`config.mk`:
```
export PLATFORM = sky130hd
export DESIGN_NAME = flash_cmd_host
export DESIGN_NICKNAME = d
export VERILOG_FILES = /design/src/rtl/flash_ctl_pkg.sv /design/src/rtl/bus_cycle_if.sv /design/src/rtl/flash_cmd_host.sv /design/src/rtl/flash_bus_cycle.sv
export VERILOG_INCLUDE_DIRS = /design/src /design/src/rtl
export SDC_FILE = /design/constraint.sdc
export NUM_CORES = 1
export LEC_CHECK = 0
export BUFFER_PORTS_ARGS = -buffer_cell sky130_fd_sc_hd__buf_2
export CAP_MARGIN = 20
export CORE_MARGIN = 1
export CORE_UTILIZATION = 45
export CTS_BUF_LIST = sky130_fd_sc_hd__clkbuf_2 sky130_fd_sc_hd__clkbuf_4 sky130_fd_sc_hd__clkbuf_8
export DETAILED_ROUTE_END_ITERATION = 10
export PLACE_DENSITY = 0.7
export SLEW_MARGIN = 10
export SYNTH_ARGS = -nofsm -noshare
export SYNTH_HDL_FRONTEND = slang
export SYNTH_SLANG_ARGS = --single-unit
```
`constraint.sdc`:
```
create_clock -name clk_sys -period 2.3 [get_ports clk_sys]
set_input_delay 0.345 -clock clk_sys [delete_from_list [all_inputs] [get_ports clk_sys]]
set_output_delay 0.345 -clock clk_sys [all_outputs]
set_load 0.005 [all_outputs]
```
`src/rtl/flash_ctl_map.svh`:
```
// Offsets, field positions, command codes and timing counts of the flash command host
`ifndef FLASH_CTL_MAP_SVH
`define FLASH_CTL_MAP_SVH

// Software register offsets and widths
`define FC_REG_AW          8
`define FC_REG_CMD         8'h00
`define FC_REG_ADDR        8'h04
`define FC_REG_DATA        8'h08
`define FC_REG_CFG         8'h0C
`define FC_REG_STATUS      8'h10
`define FC_REG_RDATA       8'h14
`define FC_CFG_BYTE_BIT    0
`define FC_STAT_ERR_BIT    1

// Flash side widths
`define FC_ADDR_W          20
`define FC_DATA_W          16

// Unlock and command addresses
`define FC_UNLOCK1_WORD    20'h00555
`define FC_UNLOCK1_BYTE    20'h00AAA
`define FC_UNLOCK2_WORD    20'h002AA
`define FC_UNLOCK2_BYTE    20'h00555
`define FC_ANY_ADDR        20'h00000

// Command data codes
`define FC_D_UNLOCK1       16'h00AA
`define FC_D_UNLOCK2       16'h0055
`define FC_D_RESET         16'h00F0
`define FC_D_AUTOSEL       16'h0090
`define FC_D_QUERY         16'h0098
`define FC_D_PROGRAM       16'h00A0
`define FC_D_BYPASS        16'h0020
`define FC_D_BYP_EXIT      16'h0000
`define FC_D_ERASE_SETUP   16'h0080
`define FC_D_CHIP          16'h0010
`define FC_D_SECTOR        16'h0030
`define FC_D_SUSPEND       16'h00B0
`define FC_D_RESUME        16'h0030

// Timing: clock period and derived cycle counts
`define FC_CLK_NS          25
`define FC_T_WP_NS         35
`define FC_T_ACC_NS        70
`define FC_T_WINDOW_US     50
`define FC_T_SUSPEND_US    20
`define FC_SYNC_STAGES     2
`define FC_WP_CYC          ((`FC_T_WP_NS + `FC_CLK_NS - 1) / `FC_CLK_NS)
`define FC_RD_CYC          ((`FC_T_ACC_NS + `FC_CLK_NS - 1) / `FC_CLK_NS + `FC_SYNC_STAGES)
`define FC_WINDOW_CYC      ((`FC_T_WINDOW_US * 1000) / `FC_CLK_NS)
`define FC_SUSPEND_CYC     ((`FC_T_SUSPEND_US * 1000) / `FC_CLK_NS)
`define FC_GRACE_CYC       4

`endif

```
`src/rtl/flash_ctl_pkg.sv`:
```
// Types shared by the flash command host and its bus cycle engine
package flash_ctl_pkg;

  // Operations software may order, numbered in this order from 0
  typedef enum logic [3:0] {
    OP_RESET, OP_ARRAY_READ, OP_AUTOSELECT, OP_QUERY, OP_PROGRAM,
    OP_BYPASS_ENTER, OP_BYPASS_PROGRAM, OP_BYPASS_RESET, OP_CHIP_ERASE,
    OP_SECTOR_ERASE, OP_SECTOR_ADD, OP_SUSPEND, OP_RESUME
  } op_t;

  typedef struct packed {
    logic [19:0] addr;
    logic [15:0] data;
    logic        rd;
    logic        last;
  } step_t;

  typedef enum logic [1:0] {E_IDLE, E_SETUP, E_STROBE, E_HOLD} eng_state_t;
  typedef enum logic [1:0] {H_IDLE, H_ISSUE, H_WAIT} host_state_t;

  typedef struct packed {
    eng_state_t  st;
    logic [3:0]  cnt;
    logic        rd;
    logic [19:0] pinAddr;
    logic [15:0] pinDout;
    logic        dqOe;
    logic        ceN;
    logic        weN;
    logic        oeN;
    logic [15:0] dqMeta;
    logic [15:0] dqSync;
    logic [15:0] rdata;
    logic        done;
  } eng_reg_t;

  typedef struct packed {
    host_state_t st;
    op_t         op;
    logic [2:0]  step;
    logic [19:0] regAddr;
    logic [15:0] regData;
    logic        byteMode;
    logic [15:0] rdata;
    logic        err;
    logic        bypass;
    logic        autoMode;
    logic        query;
    logic        susp;
    logic        sectorErase;
    logic        chipErase;
    logic [11:0] window;
    logic        readyMeta;
    logic        readySync;
    logic [31:0] busRdata;
  } host_reg_t;

endpackage : flash_ctl_pkg

```
`src/rtl/bus_cycle_if.sv`:
```
// One flash bus cycle request and its completion between host and engine
`timescale 1ns/1ps
interface bus_cycle_if;
  logic        req;
  logic        isRead;
  logic [19:0] addr;
  logic [15:0] wdata;
  logic        done;
  logic [15:0] rdata;

  modport master (output req, isRead, addr, wdata, input done, rdata);
  modport engine (input req, isRead, addr, wdata, output done, rdata);
endinterface : bus_cycle_if

```
`src/rtl/flash_cmd_host.sv`:
```
// Flash command host: turns software orders into flash command sequences
//
// Local design decisions: the strobed register port and the register addresses.
`timescale 1ns/1ps
`include "flash_ctl_map.svh"
module flash_cmd_host (
  input  wire logic        clk_sys,
  input  wire logic        reset,
  input  wire logic [7:0]  regAddr,
  input  wire logic [31:0] regWdata,
  input  wire logic        regWr,
  input  wire logic        regRd,
  output logic [31:0]      regRdata,
  output logic [19:0]      flashAddr,
  output logic [15:0]      flashDqOut,
  output logic             flashDqOe,
  input  wire logic [15:0] flashDqIn,
  output logic             flashCeN,
  output logic             flashWeN,
  output logic             flashOeN,
  output logic             byteModeN,
  input  wire logic        readyBusyN
);

  flash_ctl_pkg::host_reg_t q;
  flash_ctl_pkg::host_reg_t d;
  flash_ctl_pkg::step_t     cur;
  bus_cycle_if              cyc ();

  // One cycle of a command sequence
  function automatic flash_ctl_pkg::step_t mk(input logic [19:0] a, input logic [15:0] v,
                                              input logic rd, input logic last);
    flash_ctl_pkg::step_t s;
    s.addr = a;
    s.data = v;
    s.rd   = rd;
    s.last = last;
    return s;
  endfunction : mk

  // Sequence table: address and data of each step of each operation
  function automatic flash_ctl_pkg::step_t stepOf(input flash_ctl_pkg::op_t op,
                                                  input logic [2:0] n, input logic byteMode,
                                                  input logic [19:0] ta, input logic [15:0] td);
    logic [19:0] u1;
    logic [19:0] u2;
    logic [2:0]  k;
    u1 = byteMode ? `FC_UNLOCK1_BYTE : `FC_UNLOCK1_WORD;
    u2 = byteMode ? `FC_UNLOCK2_BYTE : `FC_UNLOCK2_WORD;
    k  = (n > 3'd2) ? n - 3'd3 : n;
    stepOf = mk(`FC_ANY_ADDR, `FC_D_RESET, 1'b0, 1'b1);
    case (op)
      flash_ctl_pkg::OP_ARRAY_READ:     stepOf = mk(ta, td, 1'b1, 1'b1);
      flash_ctl_pkg::OP_QUERY:          stepOf = mk(u1, `FC_D_QUERY, 1'b0, 1'b1);
      flash_ctl_pkg::OP_BYPASS_PROGRAM:
        stepOf = (n == 3'd0) ? mk(`FC_ANY_ADDR, `FC_D_PROGRAM, 1'b0, 1'b0)
                             : mk(ta, td, 1'b0, 1'b1);
      flash_ctl_pkg::OP_BYPASS_RESET:
        stepOf = (n == 3'd0) ? mk(`FC_ANY_ADDR, `FC_D_AUTOSEL, 1'b0, 1'b0)
                             : mk(`FC_ANY_ADDR, `FC_D_BYP_EXIT, 1'b0, 1'b1);
      flash_ctl_pkg::OP_SECTOR_ADD:     stepOf = mk(ta, `FC_D_SECTOR, 1'b0, 1'b1);
      flash_ctl_pkg::OP_SUSPEND:        stepOf = mk(`FC_ANY_ADDR, `FC_D_SUSPEND, 1'b0, 1'b1);
      flash_ctl_pkg::OP_RESUME:         stepOf = mk(`FC_ANY_ADDR, `FC_D_RESUME, 1'b0, 1'b1);
      flash_ctl_pkg::OP_RESET:          stepOf = mk(`FC_ANY_ADDR, `FC_D_RESET, 1'b0, 1'b1);
      default: begin
        // Unlocked sequences open with the two unlock writes
        if (k == 3'd0) begin
          stepOf = mk(u1, `FC_D_UNLOCK1, 1'b0, 1'b0);
        end else if (k == 3'd1) begin
          stepOf = mk(u2, `FC_D_UNLOCK2, 1'b0, 1'b0);
        end else if (op == flash_ctl_pkg::OP_AUTOSELECT) begin
          stepOf = mk(u1, `FC_D_AUTOSEL, 1'b0, 1'b0);
        end else if (op == flash_ctl_pkg::OP_PROGRAM) begin
          stepOf = mk(u1, `FC_D_PROGRAM, 1'b0, 1'b0);
        end else if (op == flash_ctl_pkg::OP_BYPASS_ENTER) begin
          stepOf = mk(u1, `FC_D_BYPASS, 1'b0, 1'b1);
        end else if (n == 3'd2) begin
          stepOf = mk(u1, `FC_D_ERASE_SETUP, 1'b0, 1'b0);
        end else if (op == flash_ctl_pkg::OP_CHIP_ERASE) begin
          stepOf = mk(u1, `FC_D_CHIP, 1'b0, 1'b1);
        end else begin
          stepOf = mk(ta, `FC_D_SECTOR, 1'b0, 1'b1);
        end
        // Fourth step of autoselect reads codes; of program writes the data
        if (n == 3'd3 && op == flash_ctl_pkg::OP_AUTOSELECT) begin
          stepOf = mk(ta, td, 1'b1, 1'b1);
        end else if (n == 3'd3 && op == flash_ctl_pkg::OP_PROGRAM) begin
          stepOf = mk(ta, td, 1'b0, 1'b1);
        end
      end
    endcase
  endfunction : stepOf

  // Whether the device, in its tracked mode, honours the operation
  function automatic logic allowed(input flash_ctl_pkg::host_reg_t s,
                                   input flash_ctl_pkg::op_t op);
    logic rdOnly;
    rdOnly  = (op == flash_ctl_pkg::OP_ARRAY_READ);
    allowed = 1'b1;
    if (op > flash_ctl_pkg::OP_RESUME) begin
      allowed = 1'b0;
    end else if (s.chipErase) begin
      allowed = rdOnly;
    end else if (s.window != 12'h000 && s.sectorErase && !s.susp) begin
      allowed = rdOnly || op == flash_ctl_pkg::OP_SECTOR_ADD
                || op == flash_ctl_pkg::OP_SUSPEND;
    end else if (s.sectorErase && !s.susp) begin
      allowed = rdOnly || op == flash_ctl_pkg::OP_SUSPEND;
    end else if (s.bypass) begin
      allowed = rdOnly || op == flash_ctl_pkg::OP_BYPASS_PROGRAM
                || op == flash_ctl_pkg::OP_BYPASS_RESET;
    end else if (s.query) begin
      allowed = rdOnly || op == flash_ctl_pkg::OP_RESET;
    end else if (s.autoMode) begin
      allowed = rdOnly || op == flash_ctl_pkg::OP_RESET
                || op == flash_ctl_pkg::OP_QUERY;
    end else begin
      case (op)
        flash_ctl_pkg::OP_SECTOR_ADD, flash_ctl_pkg::OP_SUSPEND,
        flash_ctl_pkg::OP_BYPASS_PROGRAM, flash_ctl_pkg::OP_BYPASS_RESET:
          allowed = 1'b0;
        flash_ctl_pkg::OP_RESUME: allowed = s.susp;
        flash_ctl_pkg::OP_QUERY: allowed = !s.susp;
        flash_ctl_pkg::OP_CHIP_ERASE, flash_ctl_pkg::OP_SECTOR_ERASE,
        flash_ctl_pkg::OP_BYPASS_ENTER: allowed = !s.susp;
        default: allowed = 1'b1;
      endcase
    end
  endfunction : allowed

  assign cur = stepOf(q.op, q.step, q.byteMode, q.regAddr, q.regData);

  // Command sequencer, mode tracking and register access
  always_comb begin
    d           = q;
    d.readyMeta = readyBusyN;
    d.readySync = q.readyMeta;
    d.busRdata  = 32'h0000_0000;
    if (q.window != 12'h000) begin
      d.window = q.window - 12'h001;
    end
    // Erase over once the pin reports ready after the window count runs out
    if ((q.sectorErase || q.chipErase) && !q.susp && q.window == 12'h000
        && q.readySync) begin
      d.sectorErase = 1'b0;
      d.chipErase   = 1'b0;
    end
    // Register reads
    if (regRd) begin
      if (regAddr == `FC_REG_ADDR) begin
        d.busRdata = {12'h000, q.regAddr};
      end else if (regAddr == `FC_REG_DATA) begin
        d.busRdata = {16'h0000, q.regData};
      end else if (regAddr == `FC_REG_CFG) begin
        d.busRdata = {31'h0000_0000, q.byteMode};
      end else if (regAddr == `FC_REG_STATUS) begin
        d.busRdata = {22'h00_0000, q.window != 12'h000, q.chipErase, q.sectorErase,
                      q.susp, q.query, q.autoMode, q.bypass, q.readySync, q.err,
                      q.st != flash_ctl_pkg::H_IDLE};
      end else if (regAddr == `FC_REG_RDATA) begin
        d.busRdata = {16'h0000, q.rdata};
      end
    end
    // Register writes; error clear comes before any new error so set wins
    if (regWr) begin
      if (regAddr == `FC_REG_ADDR) begin
        d.regAddr = regWdata[19:0];
      end else if (regAddr == `FC_REG_DATA) begin
        d.regData = regWdata[15:0];
      end else if (regAddr == `FC_REG_CFG) begin
        d.byteMode = regWdata[`FC_CFG_BYTE_BIT];
      end else if (regAddr == `FC_REG_STATUS) begin
        if (regWdata[`FC_STAT_ERR_BIT]) begin
          d.err = 1'b0;
        end
      end else if (regAddr == `FC_REG_CMD) begin
        if (q.st == flash_ctl_pkg::H_IDLE
            && allowed(q, flash_ctl_pkg::op_t'(regWdata[3:0]))) begin
          d.op   = flash_ctl_pkg::op_t'(regWdata[3:0]);
          d.step = 3'd0;
          d.st   = flash_ctl_pkg::H_ISSUE;
        end else begin
          d.err = 1'b1;
        end
      end
    end
    case (q.st)
      flash_ctl_pkg::H_ISSUE: begin
        d.st = flash_ctl_pkg::H_WAIT;
      end
      flash_ctl_pkg::H_WAIT: begin
        if (cyc.done) begin
          if (cur.rd) begin
            d.rdata = cyc.rdata;
          end
          if (cur.last) begin
            d.st = flash_ctl_pkg::H_IDLE;
            case (q.op)
              flash_ctl_pkg::OP_RESET: begin
                d.autoMode = 1'b0;
                d.query    = 1'b0;
              end
              flash_ctl_pkg::OP_AUTOSELECT:     d.autoMode = 1'b1;
              flash_ctl_pkg::OP_QUERY:          d.query = 1'b1;
              flash_ctl_pkg::OP_BYPASS_ENTER:   d.bypass = 1'b1;
              flash_ctl_pkg::OP_BYPASS_RESET:   d.bypass = 1'b0;
              flash_ctl_pkg::OP_CHIP_ERASE: begin
                d.chipErase = 1'b1;
                d.window    = 12'(`FC_GRACE_CYC);
              end
              flash_ctl_pkg::OP_SECTOR_ERASE, flash_ctl_pkg::OP_SECTOR_ADD: begin
                d.sectorErase = 1'b1;
                d.window      = 12'(`FC_WINDOW_CYC);
              end
              flash_ctl_pkg::OP_SUSPEND: begin
                d.susp   = 1'b1;
                d.window = (q.window != 12'h000) ? 12'(`FC_GRACE_CYC)
                                                 : 12'(`FC_SUSPEND_CYC);
              end
              flash_ctl_pkg::OP_RESUME: begin
                d.susp   = 1'b0;
                d.window = 12'(`FC_GRACE_CYC);
              end
              default: d.window = q.window;
            endcase
          end else begin
            d.step = q.step + 3'd1;
            d.st   = flash_ctl_pkg::H_ISSUE;
          end
        end
      end
      default: d.st = d.st;
    endcase
  end

  // State register
  always_ff @(posedge clk_sys) begin
    if (reset) begin
      q <= '0;
    end else begin
      q <= d;
    end
  end

  // Cycle request towards the pin engine
  assign cyc.req    = (q.st == flash_ctl_pkg::H_ISSUE);
  assign cyc.isRead = cur.rd;
  assign cyc.addr   = cur.addr;
  assign cyc.wdata  = cur.data;
  assign regRdata   = q.busRdata;
  assign byteModeN  = ~q.byteMode;

  flash_bus_cycle u_cycle (
    .clk_sys    (clk_sys),
    .reset      (reset),
    .cyc        (cyc),
    .flashAddr  (flashAddr),
    .flashDqOut (flashDqOut),
    .flashDqOe  (flashDqOe),
    .flashDqIn  (flashDqIn),
    .flashCeN   (flashCeN),
    .flashWeN   (flashWeN),
    .flashOeN   (flashOeN)
  );

endmodule : flash_cmd_host

```
`src/rtl/flash_bus_cycle.sv`:
```
// Drives single write or read cycles on the flash pins
`timescale 1ns/1ps
`include "flash_ctl_map.svh"
module flash_bus_cycle (
  input  wire logic               clk_sys,
  input  wire logic               reset,
  bus_cycle_if.engine             cyc,
  output logic [19:0]             flashAddr,
  output logic [15:0]             flashDqOut,
  output logic                    flashDqOe,
  input  wire logic [15:0]        flashDqIn,
  output logic                    flashCeN,
  output logic                    flashWeN,
  output logic                    flashOeN
);

  flash_ctl_pkg::eng_reg_t q;
  flash_ctl_pkg::eng_reg_t d;

  // Cycle sequencer: setup, strobe, hold
  always_comb begin
    d        = q;
    d.done   = 1'b0;
    d.dqMeta = flashDqIn;
    d.dqSync = q.dqMeta;
    case (q.st)
      flash_ctl_pkg::E_IDLE: begin
        if (cyc.req) begin
          d.pinAddr = cyc.addr;
          d.pinDout = cyc.wdata;
          d.rd      = cyc.isRead;
          d.dqOe    = ~cyc.isRead;
          d.ceN     = 1'b0;
          d.st      = flash_ctl_pkg::E_SETUP;
        end
      end
      flash_ctl_pkg::E_SETUP: begin
        // Address latches on this falling write strobe
        d.weN = q.rd;
        d.oeN = ~q.rd;
        d.cnt = q.rd ? 4'(`FC_RD_CYC - 1) : 4'(`FC_WP_CYC - 1);
        d.st  = flash_ctl_pkg::E_STROBE;
      end
      flash_ctl_pkg::E_STROBE: begin
        if (q.cnt == 4'h0) begin
          if (q.rd) begin
            d.rdata = q.dqSync;
          end
          // Data still driven at the rising strobe edge
          d.weN = 1'b1;
          d.oeN = 1'b1;
          d.st  = flash_ctl_pkg::E_HOLD;
        end else begin
          d.cnt = q.cnt - 4'h1;
        end
      end
      default: begin
        d.ceN  = 1'b1;
        d.dqOe = 1'b0;
        d.done = 1'b1;
        d.st   = flash_ctl_pkg::E_IDLE;
      end
    endcase
  end

  // State register
  always_ff @(posedge clk_sys) begin
    if (reset) begin
      q     <= '0;
      q.ceN <= 1'b1;
      q.weN <= 1'b1;
      q.oeN <= 1'b1;
    end else begin
      q <= d;
    end
  end

  assign flashAddr  = q.pinAddr;
  assign flashDqOut = q.pinDout;
  assign flashDqOe  = q.dqOe;
  assign flashCeN   = q.ceN;
  assign flashWeN   = q.weN;
  assign flashOeN   = q.oeN;
  assign cyc.done   = q.done;
  assign cyc.rdata  = q.rdata;

endmodule : flash_bus_cycle

```
==> impl_metrics.toml, run 1 <==
[setup_path]
cp.buffers_inverters = 3
crit_chain = "clkinvlp_4 -> ha_4 -> nor2b_4 -> buf_4 -> o211ai_1 -> a31o_2 -> or3_4 -> buf_6 -> a22oi_2 -> a22o_1"
worstSetupPathType = "reg2reg"
cp.required_ps = 2720
start_kind = "register"
timing.rr.start = "q[106]"
crit_cells = 10
crit_path_end_kind = "register"
critPathLaunch = "q[106]"
r2r_cells = 10
crit_slowest_cell = "dfxtp_4"
slowest_delay_ps = 400
worstPathArrival_ps = 2710
cp_top_family = "compound AO/OA/AOI/OAI gates"
worst-path-max-fanout = 8

[layout]
seq_area_um2 = 4000
fin_cells = 1531
area_growth_pct = 19.6
multiInputGateArea_um2 = 4720
final_common_cell = "dfxtp_1"
num_antenna_cells = 0
n_fill_cell = 1855
final_cell_mix = "194 x dfxtp_1, 146 x nand2_1, 122 x buf_4"
nNetsFinal = 1322
drive_gt1_share_pct = 26.7

[cts]
cts.sinks = 199
clk_latency_ps = 470
cts_buffers = 17
cts-hold-fix-buffers = 0
htreeDepth = 4
clk_pin_slew_ps = 110
cts_tree = "built"
cts-root-buf = "clkbuf_8"
clockBufferDepth = 2

[routing]
viasPerCell = 5.46
wire_per_inst_um = 16.2
antenna_left = 0
drc = 0
num_vias = 8366
dr.pass1.iters = 7
drtIter0Drc = 686
routed_wl_um = 24800

[run_status]
status = "completed"

[placed_design]
hpwl_um = 18200
port_buffers = 109
place_congestion = 0.885
dpl.cell_count = 1493

[global_route]
grt_pass1_wl_um = 39500
first_global_vias = 7554
grt-ovfl-total = 0
grt.total_usage_pct = 23.1
grt_start_max_net_pins = 83
antenna_found_initial = 0

[power_and_ir_drop]
power_density_nw_per_um2 = 635
ir_drop_mv = 0.351
power_frac_clock_pct = 32.1
p_leak_uw = 0.00428
seqPwrFrac_pct = 51.7
netSwitchingFraction_pct = 29.1
internal-power_uw = 5020
combPwrFrac_pct = 16.2
switching_power_uw = 2060

[timing]
setup_viol = 0
max_freq_ghz = 0.438
hold_ws_ps = 76.9
relSlewSlack_pct = 53.5
hold_viol = 0
fin_crit_sh_pct = 99.3
fin_worst_skew_ps = 18.3
rsz0062_at_grt = "true"
min_period_ps = 2290
worst_slew_pin_slew_ps = 695
slew_viol_final = 0
fin_setup_tns_ps = 0

[floorplan]
die_area_um2 = 21300
rows = 52
io_pins = 134
start_util_pct = 46.0
core_area_um2 = 20200
dieHeight_um = 146
dieWidth_um = 146

[hold_path]
hp-start = "flashDqIn[12]"
hp-class = "in2reg"
hold_depth = 2

[logic_synthesis]
synth-main-ff-cell = "dfxtp_1"
ys_seq_area_share_pct = 42.8
syn-cell-area_um2 = 9310
ys_ff_latch = 199
syn-instance-count = 1118
yosys_warnings = 0
synth-edff-count = 0
ys_types = 75
synth-async-reset-ratio_pct = 0
syn_area_per_cell_um2 = 8.33

[run]
drv_cap = 0
==> stage by stage <==
stage	cell area (um^2)	setup WS [ps]	total power (uW)	util, %
final	11100	15.0	7070	55.0
after global routing	11100	-90.4	7410	55.0
after CTS	10900	-69.3	7060	53.8
after detailed placement	10400	-294	4820	51.4
after global placement	10400	-159	4800	51.4
after floorplan	9350	21.9	4480	-
==> cells by family after synthesis <==
group                      synth area share [%]
and+or+nand+nor                            22.5
AOI/OAI and AO/OA                          20.0
DFF                                        42.8
buffers and inverters                      9.77
muxes                                      2.82
adders and majority gates                  1.75
xor gates and xnor gates                  0.363
other                                    0.0403
==> sequential cells by signal (all words and copies together) (netlist names) <==
register / cells
q: 82
u_cycle.q: 23
regRdata: 20
u_cycle.flashAddr: 20
u_cycle.cyc.rdata: 16
u_cycle.d: 16
u_cycle.flashDqOut: 16
d: 1
u_cycle.cyc.done: 1
u_cycle.flashCeN: 1
u_cycle.flashDqOe: 1
u_cycle.flashOeN: 1
u_cycle.flashWeN: 1
==> what timing repair did <==
action / in CTS / in global routing
endpoints found under the setup margin: 35 / 47
hold endpoints to repair: 0 / 0
buffers inserted: 3 / 3
gates resized for setup: 19 / 53
pin swaps: 5 / 26
==> cells in the mapped netlist, drive strengths merged (5+ instances only) <==
| cell type | instances | area [um^2] |
|---|---|---|
| a211oi | 10 | 75.1 |
| nand2b | 17 | 106 |
| clkbuf | 54 | 203 |
| nand3 | 28 | 140 |
| a32oi | 9 | 78.8 |
| or2 | 5 | 31.3 |
| inv | 28 | 105 |
| a222oi | 14 | 140 |
| a22o | 12 | 105 |
| a2111oi | 10 | 87.6 |
| dfxtp | 199 | 3980 |
| nor3b | 10 | 75.1 |
| buf | 84 | 602 |
| mux2i | 24 | 240 |
| nor2 | 109 | 409 |
| ha | 13 | 163 |
| a21boi | 10 | 86.3 |
| o21ai | 39 | 199 |
| o21a | 5 | 37.5 |
| a21oi | 104 | 521 |
| nand4 | 7 | 50.1 |
| a31oi | 8 | 50.1 |
| o211ai | 6 | 45.0 |
| and3 | 8 | 55.1 |
| nand2 | 148 | 556 |
| nor3 | 19 | 95.1 |
| a22oi | 5 | 37.5 |
| or3 | 16 | 100 |
| nor2b | 45 | 282 |
==> routing by layer <==
layer | track usage (%) | share of wire [%]
met1 | 32.2 | 46
met2 | 36.0 | 45
met5 | 0 | 0
met4 | 7.74 | 1.9
met3 | 4.04 | 7.0
==> power by group through the flow <==
| stage | clock network, uW | logic [uW] | registers (uW) |
|---|---|---|---|
| after global routing | 2450 | 1290 | 3680 |
| after global placement | 0 | 1070 | 3730 |
| final | 2270 | 1150 | 3660 |
| after CTS | 2300 | 1110 | 3660 |
| after detailed placement | 0 | 1090 | 3740 |
| after floorplan | 0 | 756 | 3720 |
==> layout make-up <==
class	instances	share of cell area, %
inverters	28	0.978
multi-input cells	764	42.4
well taps	270	3.03
flip-flops and latches	199	35.9
clock buffers	18	2.17
clock inverters	14	1.39
repair buffers	238	14.1
==> worst paths after layout <==
kind | end | slack, ps
setup / recovery | u_cycle.flashAddr[1] | 10
hold / removal | u_cycle.d[29] | 80
setup reg to reg | u_cycle.flashAddr[1] | 10
hold reg to reg | u_cycle.cyc.rdata[11] | 440
==> worst register-to-register path: stages, from the launching register on <==
cell        delay (ps)
dfxtp_4            400
clkinvlp_4         140
ha_4               200
nor2b_4            150
buf_4              130
o211ai_1           120
a31o_2             290
or3_4              390
buf_6              140
a22oi_2            130
a22o_1             130
(Power assumes the default switching activity.)
==> run 2, diff against run 1 <==
- CELL_PAD_IN_SITES_DETAIL_PLACEMENT: not set -> 1
- CELL_PAD_IN_SITES_GLOBAL_PLACEMENT: not set -> 2
- CORE_UTILIZATION: 45 -> 32
- PLACE_DENSITY: 0.7 -> 0.8
==> run 2 against run 1 <==
Effect of this change: clock-buffer cell count fell by 1; first-iteration DRC count fell by 8.9%; die area rose by 40%; sequential share of layout area fell by 0.93 points; fmax fell by 0.11%; routed wire length rose by 16%; worst hold slack got worse by 4.7 ps; sequential cell count did not move; setup slack got worse by 2.4 ps; critical path depth did not move; combinational power rose by 12%; critical path type unchanged; critical endpoint unchanged.
==> impl_metrics.toml, run 2 (same netlist as run 1, synthesis figures left out) <==
[setup_path]
start_kind = "register"
crit_chain = "ha_2 -> ha_4 -> nor2_2 -> buf_4 -> a21oi_4 -> nor4b_4 -> or3_4 -> buf_4 -> a22oi_1 -> a22o_1"
worstSetupPathType = "reg2reg"
cp_top_family = "simple AND/OR/NAND/NOR gates"
cp.required_ps = 2720
crit_top_cell = "buf_4"
reg2reg_slack_ps = 10
slowest_delay_ps = 460
cp.buffers_inverters = 2
crit_slowest_cell = "or3_4"
timing.rr.start = "q[106]"
r2r_cells = 10
worst-path-max-fanout = 8
crit_path_end_kind = "register"
worstPathArrival_ps = 2710
critPathLaunch = "q[106]"
rr_endpoint = "u_cycle.flashAddr[1]"

[floorplan]
dieHeight_um = 173
rows = 62
core_area_um2 = 28600
dieWidth_um = 173
start_util_pct = 32.5
die_area_um2 = 29800
io_pins = 134

[timing]
slew_viol_final = 0
min_period_ps = 2290
fin_setup_tns_ps = 0
max_freq_ghz = 0.437
relSlewSlack_pct = 56.3
rsz0062_at_grt = "true"
fin_worst_skew_ps = 26.8
fin_crit_sh_pct = 99.5
hold_viol = 0
setup_viol = 0
worst_slew_pin_slew_ps = 654

[placed_design]
hpwl_um = 21800
place_congestion = 0.839
place_area_um2 = 10700
port_buffers = 109

[run]
drv_cap = 0

[routing]
wire_per_inst_um = 17.4
drc = 0
dr.pass1.iters = 5
antenna_left = 0
routed_wl_um = 28800
drtIter0Drc = 625
viasPerCell = 5.09
num_vias = 8434

[hold_path]
hp-start = "flashDqIn[10]"
hp-class = "in2reg"
hold_end = "u_cycle.d[27]"
hold_depth = 2

[global_route]
first_global_vias = 8446
grt_start_max_net_pins = 63
grt-ovfl-total = 0
antenna_found_initial = 0
grt.total_usage_pct = 19.4
grt_pass1_wl_um = 46000

[cts]
cts-hold-fix-buffers = 0
cts_buffers = 17
cts.sinks = 199
clk_pin_slew_ps = 120
clk_latency_ps = 480
clockBufferDepth = 2
cts-root-buf = "clkbuf_8"
cts_tree = "built"
htreeDepth = 4

[layout]
num_antenna_cells = 0
seq_area_um2 = 3990
final_cell_mix = "191 x dfxtp_1, 148 x nand2_1, 130 x buf_4"
drive_gt1_share_pct = 27.4
largest_register_ffs = 82
multiInputGateArea_um2 = 4710
top_regs = "q x82, u_cycle.q x23"
n_fill_cell = 3446
area_growth_pct = 22.6
finish.utilization_pct = 39.9
top_register = "q"
final_common_cell = "dfxtp_1"
final_cell_area_um2 = 11400
nNetsFinal = 1335

[power_and_ir_drop]
p_leak_uw = 0.00437
ir_drop_mv = 0.407
power_uw = 7280
power_density_nw_per_um2 = 638

[run_status]
status = "completed"
## run 2: changes by cell type in the layout (fill, tap and decap cells not counted), moves of 3 or more
cell,previous run,this run
a2111oi_0,3,6
dfxtp_4,4,0
dfxtp_1,194,191
buf_12,3,6
inv_2,0,3
clkinv_8,1,4
dfxtp_2,1,8
buf_4,122,130
## run 2: what timing repair did
action | CTS | global route
pin swaps | 12 | 17
resized for setup | 28 | 42
gates cloned | 0 | 0
buffers inserted | 2 | 3
endpoints found under the setup margin | 43 | 54
## run 2: worst max path at each step
stage	to	depth (start not counted)
3_5_place_dp	u_cycle.flashAddr[4]	8
4_1_cts	q[51]	9
5_1_grt	q[39]	10
2_1_floorplan	q[44]	8
3_3_place_gp	u_cycle.flashAddr[6]	8
6_report	u_cycle.flashAddr[1]	10
## run 2: layout make-up
class                      count  area share, %
multi-input combinational    764           41.3
sequential                   199           35.0
timing repair buffer         251           15.0
tap                          384           4.21
clock buffer                  17           2.05
clock inverter                14           1.49
inverter                      28          0.921
## run 2: per-layer routing
metal,global-route usage (%),up-vias,part of all wire [%]
met5,0,-,0
met4,5.13,0,1.1
met3,2.44,27,3.7
met2,31.3,175,46
met1,27.2,4105,49
li1,-,4127,-
## run 2: power by group
| group | leakage [uW] | internal (uW) | switching [uW] |
|---|---|---|---|
| Combinational | 0.00255 | 605 | 686 |
| Sequential | 0.00162 | 3570 | 93.4 |
| Clock | 0.000204 | 838 | 1480 |
## run 2: metrics by stage
stage               worst slack [ps]  std cells  hold slack (ps)
global placement                -218       1621              421
floorplan                       21.9       1129              414
finish                          12.6       1657             72.2
detailed placement              -289       1621              427
global route                   -58.8       1657             51.7
CTS                            -1.89       1654             42.1
==> run 3, diff against run 2 <==
- REMOVE_ABC_BUFFERS: not set -> 1
==> run 3 against run 2 <==
Effect of this change: sequential share of layout area shrank 0.76 points; clock skew shrank 7.5 ps; largest cell class unchanged; worst hold slack lost 32 ps; fmax grew 0.95%; routed wire length grew 5.6%; critical path depth shrank 2; clock-buffer cell count is the same; clock power grew 12%; register-to-register slack gained 20 ps; global-route usage grew 0.85 points; core utilization grew 0.91 points.
==> impl_metrics.toml, run 3 (same netlist as run 1, synthesis figures left out) <==
[setup_path]
worst-path-max-fanout = 5
reg2reg_slack_ps = 30
r2r_cells = 8
crit_path_end_kind = "register"
start_kind = "register"
worstSetupPathType = "reg2reg"
worstPathArrival_ps = 2700
timing.rr.start = "q[106]"
cp.required_ps = 2740
rr_endpoint = "u_cycle.flashAddr[1]"

[layout]
top_register = "q"
final_cell_mix = "193 x dfxtp_1, 148 x nand2_1, 132 x buf_4"
num_antenna_cells = 0
final_common_cell = "dfxtp_1"
drive_gt1_share_pct = 29.5
largest_register_ffs = 82
area_growth_pct = 25.4
fin_cells = 1662
nNetsFinal = 1339
top_regs = "q x82, u_cycle.q x23"

[cts]
clockBufferDepth = 2
cts.sinks = 199
cts-hold-fix-buffers = 0
htreeDepth = 4
clk_pin_slew_ps = 140
cts_tree = "built"
cts_buffers = 17
cts-root-buf = "clkbuf_8"
clk_latency_ps = 500

[run_status]
status = "completed"

[placed_design]
pre_cts_ws_ps = -373
hpwl_um = 21900
dpl.cell_count = 1609
place_congestion = 0.846
port_buffers = 109

[timing]
relSlewSlack_pct = 41.9
fin_setup_tns_ps = 0
slew_viol_final = 0
hold_viol = 0
max_freq_ghz = 0.441
setup_viol = 0
worst_slew_pin_slew_ps = 868
rsz0062_at_grt = "true"
min_period_ps = 2270
fin_crit_sh_pct = 98.5
worst_slack_ps = 34.0
fin_worst_skew_ps = 19.3

[floorplan]
dieHeight_um = 173
io_pins = 134
core_area_um2 = 28600
start_util_pct = 32.5
rows = 62
die_area_um2 = 29800
dieWidth_um = 173

[routing]
viasPerCell = 5.18
num_vias = 8612
antenna_left = 0
drc = 0
wire_per_inst_um = 18.3
drtIter0Drc = 575
dr.pass1.iters = 8
routed_wl_um = 30500

[global_route]
grt_start_max_net_pins = 67
grt_pass1_wl_um = 47900
use_met3_pct = 3.25
use_met1_pct = 27.3
first_global_vias = 8755
grt.total_usage_pct = 20.2
met2_usage_pct = 33.3
top_usage_layer = "met2"
grt-ovfl-total = 0
antenna_found_initial = 0

[power_and_ir_drop]
power_density_nw_per_um2 = 647
p_leak_uw = 0.00444
ir_drop_mv = 0.462

[hold_path]
hold_end = "u_cycle.d[29]"
hp-class = "in2reg"
hp-start = "flashDqIn[12]"
hold_depth = 2

[run]
drv_cap = 0
==> run 3: cell types whose count changed in the layout (fill, tap and decap cells not counted), sizes merged <==
cell    before  now
inv         37   40
buf        251  253
clkinv       5    3
a21boi      10   11
or3         16   17
==> run 3: timing repair <==
| item | 4_1_cts | 5_1_grt |
|---|---|---|
| pin swaps | 11 | 39 |
| buffers inserted | 1 | 18 |
| cloned | 1 | 1 |
| gates resized for setup | 32 | 82 |
| setup endpoints to repair | 40 | 44 |
==> run 3: worst max-delay path by stage <==
stage	start	to	slack [ps]	cells past startpoint
2_1_floorplan	regAddr[7]	q[70]	-740	6
5_1_grt	q[106]	u_cycle.flashAddr[1]	-70	8
4_1_cts	q[107]	q[49]	10	9
3_3_place_gp	q[106]	u_cycle.flashAddr[6]	-190	8
6_report	q[106]	u_cycle.flashAddr[1]	30	8
3_5_place_dp	q[106]	u_cycle.flashAddr[6]	-370	8
==> run 3: cell type report <==
type | instances | area, um^2
flip-flops and latches | 199 | 4000
well taps | 384 | 480
clock buffers | 17 | 234
inverters | 28 | 108
fillers | 3397 | 17000
repair buffers | 253 | 1710
clock inverters | 15 | 230
multi-input cells | 766 | 4910
==> run 3: per-layer routing <==
layer	up-vias	part of all wire (%)	wire, um
met1	4251	46	14100
li1	4132	-	-
met3	32	4.5	1360
met5	-	0	0
met4	0	1.4	412
met2	197	48	14600
==> run 3: metrics by stage <==
step | hold WS (ps) | total power (uW) | util (%) | instance area [um^2]
floorplan | 411 | 4410 | - | 8550
global placement | 419 | 4850 | 36.9 | 10600
detailed placement | 424 | 4890 | 36.9 | 10600
CTS | 12.0 | 7510 | 39.0 | 11200
global route | 9.88 | 7900 | 40.8 | 11700
finish | 40.4 | 7550 | 40.8 | 11700
==> run 3: where the power goes <==
group          internal [uW]  switching, uW  leakage, uW
Sequential              3570            102      0.00162
Combinational            585            693      0.00260
Clock                    926           1670     0.000230
Total                   5080           2470      0.00444
==> run 3: critical path: stages, from the launching register on <==
cell and delay (ps):
dfxtp_4 390, ha_4 160, ha_4 260, nor2_4 160, o211ai_1 140, a31o_2 290, or3_4 440, a32oi_2 210
a22o_1 160
